<file path="src/verilog/hmcg_pkg.sv">
// Package: types and constants for the pause-mode clock gating block
package hmcg_pkg;

    // ************************************************************
    // Clock sources and selections
    // ************************************************************
    // CPU clock source in use when the pause instruction runs
    typedef enum logic [1:0] {
        HMCG_SRC_XTAL,
        HMCG_SRC_OSC,
        HMCG_SRC_SUB
    } hmcg_src_e;

    // Count source chosen for the watch timer
    typedef enum logic [1:0] {
        HMCG_WSEL_XTAL,
        HMCG_WSEL_SUB,
        HMCG_WSEL_OTHER
    } hmcg_wsel_e;

    // Count clock choices of the peripheral timers
    typedef struct packed {
        logic timer_a_on_pin;       // Timer A counts timer_a_count_pin
        logic timer_b_on_pin;       // Timer B counts timer_b_count_pin
        logic itv0_on_timer_a_out;  // Interval timer 0 clocked by timer_a_output
        logic timer_a_running;      // Timer A is counting
        logic itv1_on_osc_div;      // Interval timer 1 on internal osc divided
        logic sub_used;             // Subsystem clock is in use
        hmcg_wsel_e watch_sel;      // Watch timer count source
    } hmcg_sel_s;

    // Per-peripheral count clock enables
    typedef struct packed {
        logic tmr16;
        logic timer_a;
        logic timer_b;
        logic itv0;
        logic itv1;
        logic watch;
        logic wdt;
    } hmcg_gate_s;

    // ************************************************************
    // Reset values and figures
    // ************************************************************
    localparam int HMCG_PORT_W = 8;
    localparam logic [HMCG_PORT_W-1:0] HMCG_PORT_RST = 8'h00;
    localparam hmcg_gate_s HMCG_GATE_RST = 7'h7F;
    localparam logic HMCG_OPT_RST = 1'b0;
    localparam int HMCG_OSC_DIV_LOG2 = 7;

endpackage : hmcg_pkg

</file>
<file path="src/verilog/hmcg_halt_ctrl.sv">
// Pause-mode controller: CPU clock gate, port hold and peripheral clock enables
`timescale 1ns/1ps

// Summary of operation
// Only the pause instruction enters pause
// Entry accepted from any CPU clock source
// CPU clock gated off throughout pause
// Port latches hold pre-entry values
// 16-bit timer runs only on crystal entry
// 8-bit counters: osc entry needs pin source
// Interval timer 0: osc entry needs timer A
// Interval timer 1: osc entry needs divider
// Watch timer depends on subsystem clock use
// Watchdog halts when osc is stoppable
// Osc stopped only if stoppable and stopped
// Crystal entry, no subclock: watch needs crystal
// Osc entry with subclock: watch needs subclock
// Stoppable option is a one-time strap
// Interrupt or reset releases pause
// Operable peripherals keep their count clocks
module hmcg_halt_ctrl #(
    parameter int PORT_W = hmcg_pkg::HMCG_PORT_W
) (
    input wire logic mclk,
    input wire logic rst_n,
    input wire logic clk_en,
    input wire logic halt_exec,
    input wire hmcg_pkg::hmcg_src_e cpu_src,
    input wire logic int_req,
    input wire logic osc_stoppable_pin,
    input wire logic osc_sw_stopped,
    input wire hmcg_pkg::hmcg_sel_s sel,
    input wire logic port_wr,
    input wire logic [PORT_W-1:0] port_wdata,
    output logic cpu_clk_en,
    output logic halted,
    output hmcg_pkg::hmcg_src_e entry_src,
    output logic [PORT_W-1:0] port_out,
    output hmcg_pkg::hmcg_gate_s gate
);

    // ************************************************************
    // Declarations
    // ************************************************************
    typedef enum logic {HMCG_ST_RUN, HMCG_ST_HALT} hmcg_state_e;

    hmcg_state_e state_ff;
    hmcg_state_e nxt_state;
    hmcg_pkg::hmcg_src_e src_ff;
    hmcg_pkg::hmcg_src_e nxt_src;
    logic [PORT_W-1:0] port_ff;
    logic [PORT_W-1:0] nxt_port;
    hmcg_pkg::hmcg_gate_s gate_ff;
    hmcg_pkg::hmcg_gate_s nxt_gate;
    logic opt_meta_ff;
    logic opt_sync_ff;
    logic opt_ff;
    logic nxt_opt;
    logic opt_cap_ff;
    logic nxt_opt_cap;
    logic [1:0] fill_ff;
    logic [1:0] nxt_fill;
    logic osc_stopped;

    // ************************************************************
    // Factory option strap capture
    // ************************************************************
    // Strap sampled once the synchroniser has filled, frozen afterwards
    always_comb begin
        nxt_opt = opt_ff;
        nxt_opt_cap = opt_cap_ff;
        nxt_fill = {fill_ff[0], 1'b1}; // Two edges until sync output is valid
        if (fill_ff[1] && !opt_cap_ff) begin
            nxt_opt = opt_sync_ff;
            nxt_opt_cap = 1'b1;
        end
    end

    always_ff @(posedge mclk or negedge rst_n) begin
        if (!rst_n) begin
            opt_meta_ff <= hmcg_pkg::HMCG_OPT_RST;
            opt_sync_ff <= hmcg_pkg::HMCG_OPT_RST;
            opt_ff <= hmcg_pkg::HMCG_OPT_RST;
            opt_cap_ff <= 1'b0;
            fill_ff <= 2'h0;
        end else if (clk_en) begin
            opt_meta_ff <= osc_stoppable_pin;
            opt_sync_ff <= opt_meta_ff;
            opt_ff <= nxt_opt;
            opt_cap_ff <= nxt_opt_cap;
            fill_ff <= nxt_fill;
        end
    end

    // Oscillator counts as stopped only when allowed and stopped
    assign osc_stopped = opt_ff && osc_sw_stopped;

    // ************************************************************
    // Pause state machine and port latch
    // ************************************************************
    // Enter on the instruction only, leave on interrupt
    always_comb begin
        nxt_state = state_ff;
        nxt_src = src_ff;
        nxt_port = port_ff;
        case (state_ff)
            HMCG_ST_RUN: begin
                if (port_wr) begin
                    nxt_port = port_wdata;
                end
                if (halt_exec) begin
                    nxt_state = HMCG_ST_HALT;
                    nxt_src = cpu_src;
                end
            end
            HMCG_ST_HALT: begin
                if (int_req) begin
                    nxt_state = HMCG_ST_RUN;
                end
            end
            default: begin
                nxt_state = HMCG_ST_RUN;
            end
        endcase
    end

    always_ff @(posedge mclk or negedge rst_n) begin
        if (!rst_n) begin
            state_ff <= HMCG_ST_RUN;
            src_ff <= hmcg_pkg::HMCG_SRC_XTAL;
            port_ff <= PORT_W'(hmcg_pkg::HMCG_PORT_RST);
        end else if (clk_en) begin
            state_ff <= nxt_state;
            src_ff <= nxt_src;
            port_ff <= nxt_port;
        end
    end

    // ************************************************************
    // Peripheral clock enables
    // ************************************************************
    // Keep guaranteed peripherals clocked, gate the rest in pause
    always_comb begin
        nxt_gate = hmcg_pkg::HMCG_GATE_RST;
        nxt_gate.wdt = 1'b1;
        if (nxt_state == HMCG_ST_HALT) begin
            nxt_gate.wdt = !opt_ff;
            if (nxt_src == hmcg_pkg::HMCG_SRC_XTAL) begin
                nxt_gate.tmr16 = 1'b1;
                nxt_gate.timer_a = 1'b1;
                nxt_gate.timer_b = 1'b1;
                nxt_gate.itv0 = 1'b1;
                nxt_gate.itv1 = 1'b1;
                nxt_gate.watch = sel.sub_used ||
                    (sel.watch_sel == hmcg_pkg::HMCG_WSEL_XTAL);
            end else begin
                nxt_gate.tmr16 = 1'b0;
                nxt_gate.timer_a = sel.timer_a_on_pin;
                nxt_gate.timer_b = sel.timer_b_on_pin;
                nxt_gate.itv0 = sel.itv0_on_timer_a_out && sel.timer_a_running;
                nxt_gate.itv1 = sel.itv1_on_osc_div && !osc_stopped;
                nxt_gate.watch = sel.sub_used &&
                    (sel.watch_sel == hmcg_pkg::HMCG_WSEL_SUB);
            end
        end
    end

    always_ff @(posedge mclk or negedge rst_n) begin
        if (!rst_n) begin
            gate_ff <= hmcg_pkg::HMCG_GATE_RST;
        end else if (clk_en) begin
            gate_ff <= nxt_gate;
        end
    end

    // ************************************************************
    // Outputs
    // ************************************************************
    // CPU clock runs only outside pause
    assign cpu_clk_en = (state_ff == HMCG_ST_RUN);
    assign halted = (state_ff == HMCG_ST_HALT);
    assign entry_src = src_ff;
    assign port_out = port_ff;
    assign gate = gate_ff;

    // ************************************************************
    // Assertions
    // ************************************************************
    // Entry only through the pause instruction
    entry_cause_a: assert property (
        @(posedge mclk) disable iff (!rst_n)
        $rose(halted) |-> $past(halt_exec) && $past(clk_en))
        else $error("Pause entered without the instruction");

    // Instruction in run with clk_en high always enters pause next cycle
    entry_any_src_a: assert property (
        @(posedge mclk) disable iff (!rst_n)
        (clk_en && !halted && halt_exec) |=> halted && entry_src == $past(cpu_src))
        else $error("Pause entry refused or source lost");

    // CPU clock off exactly while paused
    cpu_gate_a: assert property (
        @(posedge mclk) disable iff (!rst_n)
        cpu_clk_en != halted)
        else $error("CPU clock enable disagrees with pause");

    // Port latch frozen during pause
    port_hold_a: assert property (
        @(posedge mclk) disable iff (!rst_n)
        halted && $past(halted) |-> $stable(port_out))
        else $error("Port latch changed in pause");

    // 16-bit timer only kept on crystal entry
    tmr16_gate_a: assert property (
        @(posedge mclk) disable iff (!rst_n)
        halted && $stable(halted) && $stable(entry_src) && $past(clk_en)
        |-> gate.tmr16 == (entry_src == hmcg_pkg::HMCG_SRC_XTAL))
        else $error("16-bit timer gate wrong in pause");

    // Timer A on osc entry follows pin selection
    timer_a_gate_a: assert property (
        @(posedge mclk) disable iff (!rst_n)
        (clk_en && halted && int_req == 1'b0 && entry_src == hmcg_pkg::HMCG_SRC_OSC)
        |=> gate.timer_a == $past(sel.timer_a_on_pin))
        else $error("Timer A gate wrong on osc entry");

    // Interval timer 0 needs running timer A on osc entry
    itv0_gate_a: assert property (
        @(posedge mclk) disable iff (!rst_n)
        (clk_en && halted && !int_req && entry_src == hmcg_pkg::HMCG_SRC_OSC)
        |=> gate.itv0 == ($past(sel.itv0_on_timer_a_out) && $past(sel.timer_a_running)))
        else $error("Interval timer 0 gate wrong");

    // Interval timer 1 needs divided osc still running
    itv1_gate_a: assert property (
        @(posedge mclk) disable iff (!rst_n)
        (clk_en && halted && !int_req && entry_src != hmcg_pkg::HMCG_SRC_XTAL)
        |=> gate.itv1 == ($past(sel.itv1_on_osc_div) && !$past(osc_stopped)))
        else $error("Interval timer 1 gate wrong");

    // Watchdog stops in pause when osc is stoppable
    wdt_gate_a: assert property (
        @(posedge mclk) disable iff (!rst_n)
        (clk_en && halted && !int_req) |=> gate.wdt == !opt_ff)
        else $error("Watchdog gate wrong in pause");

    // Watch timer on osc entry needs subsystem source
    watch_gate_a: assert property (
        @(posedge mclk) disable iff (!rst_n)
        (clk_en && halted && !int_req && entry_src != hmcg_pkg::HMCG_SRC_XTAL)
        |=> gate.watch == ($past(sel.sub_used) && $past(sel.watch_sel) == hmcg_pkg::HMCG_WSEL_SUB))
        else $error("Watch timer gate wrong");

    // Interrupt releases pause within one cycle
    wake_a: assert property (
        @(posedge mclk) disable iff (!rst_n)
        (clk_en && halted && int_req) |=> cpu_clk_en ##0 gate == hmcg_pkg::HMCG_GATE_RST)
        else $error("Interrupt did not release pause");

    // Strap frozen once captured
    opt_hold_a: assert property (
        @(posedge mclk) disable iff (!rst_n)
        opt_cap_ff && $past(opt_cap_ff) |-> $stable(opt_ff))
        else $error("Stoppable option changed at run time");

endmodule : hmcg_halt_ctrl

</file>
<file path="config.mk">
export PLATFORM = sky130hd
export DESIGN_NAME = hmcg_halt_ctrl
export DESIGN_NICKNAME = d
export VERILOG_FILES = /design/src/verilog/hmcg_pkg.sv /design/src/verilog/hmcg_halt_ctrl.sv
export SDC_FILE = /design/constraint.sdc
export NUM_CORES = 1
export LEC_CHECK = 0
export ABC_CLOCK_PERIOD_IN_PS = 3500
export BUFFER_PORTS_ARGS = -buffer_cell sky130_fd_sc_hd__buf_2
export CORE_UTILIZATION = 48
export DETAILED_ROUTE_END_ITERATION = 6
export PLACE_DENSITY_LB_ADDON = 0.08
export SLEW_MARGIN = 20
export SYNTH_ARGS = -nofsm -noshare
export SYNTH_HDL_FRONTEND = slang
export SYNTH_SLANG_ARGS = --single-unit
</file>
<file path="constraint.sdc">
create_clock -name mclk -period 3.5 [get_ports mclk]
set_input_delay 0.7 -clock mclk [delete_from_list [all_inputs] [get_ports mclk]]
set_output_delay 0.7 -clock mclk [all_outputs]
set_load 0.01 [all_outputs]
</file>
==> reports/metrics.yaml <==
grt:
  grt_antenna_before_repair: 0
  overflow: 0
  first_global_vias: 659
  grt_pass1_wl_um: 2750
  grt_usage_pct: 18.2
  grt_max_degree: 25
finish:
  finalCoreUtilization_pct: 68.7
  layout_common_cells: "44 x buf_2, 17 x dfrtp_1, 14 x mux2_2"
  drive_above_1_share_pct: 62.9
  n_fill_cell: 141
  layout_commonest_cell: "buf_2"
  antennaDiodeCount: 0
  syn2layout_area_growth_pct: 28.7
  layout.nets: 143
sta:
  worstMarginPinSlew_ns: 0.497
  finalWorstPathRequiredPeriod_ns: 1.69
  setup_viol: 0
  slew_violations: 0
  period_share_pct: 48.2
  rsz0062_at_grt: "false"
  fin_skew_ns: 0.00221
  hold_ws_ns: 0.338
  fmax_mhz: 593
  setup_ws_ns: 1.81
  maxSlewHeadroom_pct: 66.9
  fin_setup_tns_ns: 0
  hold_viol_final: 0
cts:
  clkTransAtPathRegs_ns: 0.13
  cts-resized-gates: 0
  clockBufferDepth: 2
  cts_root_buffer: "clkbuf_4"
  ctsHoldBuffers: 0
  htreeDepth: 1
  tritoncts: "built"
  clkSinkCount: 24
  cts_buffers: 3
  worst_skew_pair.late_latency_ns: 0.31
  cts_setup_buffers: 0
drt:
  viasPerCell: 5.06
  drt_iter0_drc: 5
  wirelength_um: 1730
  final_antenna_net_count: 0
  post_drt_wl_per_cell_um: 12.3
  num_vias: 713
  drc: 0
  dr.pass1.iters: 2
placement:
  portBuffers: 44
  dp_hpwl_um: 1340
  dp_slack_ns: 1.63
  gp_congestion: 0.725
synthesis:
  ys_ff_latch: 24
  yosys.area.top_type_share_pct: 43.8
  yosysSeqAreaShare_pct: 62.7
  ys.warnings.count: 0
  syn_area_um2: 972
  synthTopCellsByArea: "dfrtp_1 44%, dfstp_2 19%, mux2_2 16%"
  synth_area_leader_cell: "dfrtp_1"
  synth_cell_types: 23
  synthCells: 70
  syn_nets: 96
  syn_avg_cell_area_um2: 13.9
worst_setup_path:
  crit_type: "reg2out"
  crit_family: "flip-flops"
  cp_max_fo: 2
  cp-start-kind: "flop"
  cp-end-kind: "output port"
  reg2reg_depth: 4
  arrival_ns: 0.99
  r2r_setup_slack_ns: 2.06
  worstPathCellList: "buf_2"
  cp_data_required_time_ns: 2.80
  cpPeakStageDelay_ns: 0.56
  r2r_end: "gate[2]"
  r2r-start: "halted"
  worst_path_max_delay_cell: "dfstp_2"
  path_buf_inv: 1
floorplan:
  die_h_um: 47.0
  core-area_mm2: 0.00182
  die-area_mm2: 0.00221
  initial_core_util_pct: 53.4
  chipWidth_um: 47.0
  io_pins: 45
  rows: 15
run_status:
  status: "completed"
power_and_ir_drop:
  irDropWorstVdd_mv: 0.333
  powerDensity_mw_per_mm2: 537
  p_leak_nw: 0.583
flow_run:
  max_cap_violations: 0
hold_path:
  hp-class: "in2async"
cell families (layout without fill, tap and decap cells):
kind of cell | count (synthesis) | in the layout | synth area share, %
DFF | 24 | 24 | 62.7
buffers and inverters | 5 | 51 | 2.06
muxes | 14 | 14 | 16.2
AOI/OAI and AO/OA | 14 | 14 | 10.9
and+or+nand+nor | 13 | 13 | 8.11
power breakdown:
| part | leakage, nW | internal, mW | switching, mW |
|---|---|---|---|
| registers | 0.267 | 0.335 | 0.0303 |
| clock network | 0.0210 | 0.0635 | 0.0799 |
| logic | 0.296 | 0.0875 | 0.0757 |
worst max path at each step:
stage,from,end,slack (ns),cells past startpoint
after floorplan,cpu_src[0],gate[2],1.87,4
after global routing,halted,cpu_clk_en,1.75,2
final,gate[0],gate[0],1.81,1
after detailed placement,clk_en,port_out[0],1.63,3
after global placement,clk_en,port_out[0],1.67,3
after CTS,gate[5],gate[5],1.80,1
synth_stat cells:
cell / number
buf_2: 1
a21oi_1: 4
dfstp_2: 7
inv_1: 3
o21ai_0: 2
and2b_1: 1
nand3_1: 1
o31ai_4: 1
clkbuf_1: 1
o21a_1: 1
or2_4: 1
nand2_1: 2
mux2_2: 14
or2_2: 1
dfrtp_1: 17
nor2b_1: 1
o21ai_1: 1
o22a_1: 4
a21boi_0: 1
or4b_4: 1
nor2_1: 3
and2_0: 1
nand2b_1: 1
final cells by class:
cell class	count	area, µm²	area share (%)
clock buffer	4	36.3	2.90
inverter	3	11.3	0.900
multi-input combinational	41	343	27.4
timing repair buffer	44	220	17.6
sequential	24	609	48.7
tap	25	31.3	2.50
registers in the layout, summed over array words and instances, names as in the netlist, 2 cells and up:
register and flops:
port_out 8, gate 7, entry_src 2, fill_ff 2
metrics by stage:
step | power (mW) | instances | cell area (µm²)
detailed placement | 0.539 | 137 | 1210
floorplan | 0.461 | 70 | 972
finish | 0.672 | 141 | 1250
global placement | 0.531 | 137 | 1210
CTS | 0.683 | 141 | 1250
global route | 0.714 | 141 | 1250
metal layers:
layer | part of all wire, % | GRT usage [%] | vias up
met1 | 43 | 22.6 | 348
met3 | 4.5 | 3.46 | 2
met5 | 0 | 0 | -
met4 | 0.75 | 8.57 | 0
met2 | 52 | 30.8 | 21
li1 | - | - | 342
Note: power is estimated with default switching activity, not from simulation.
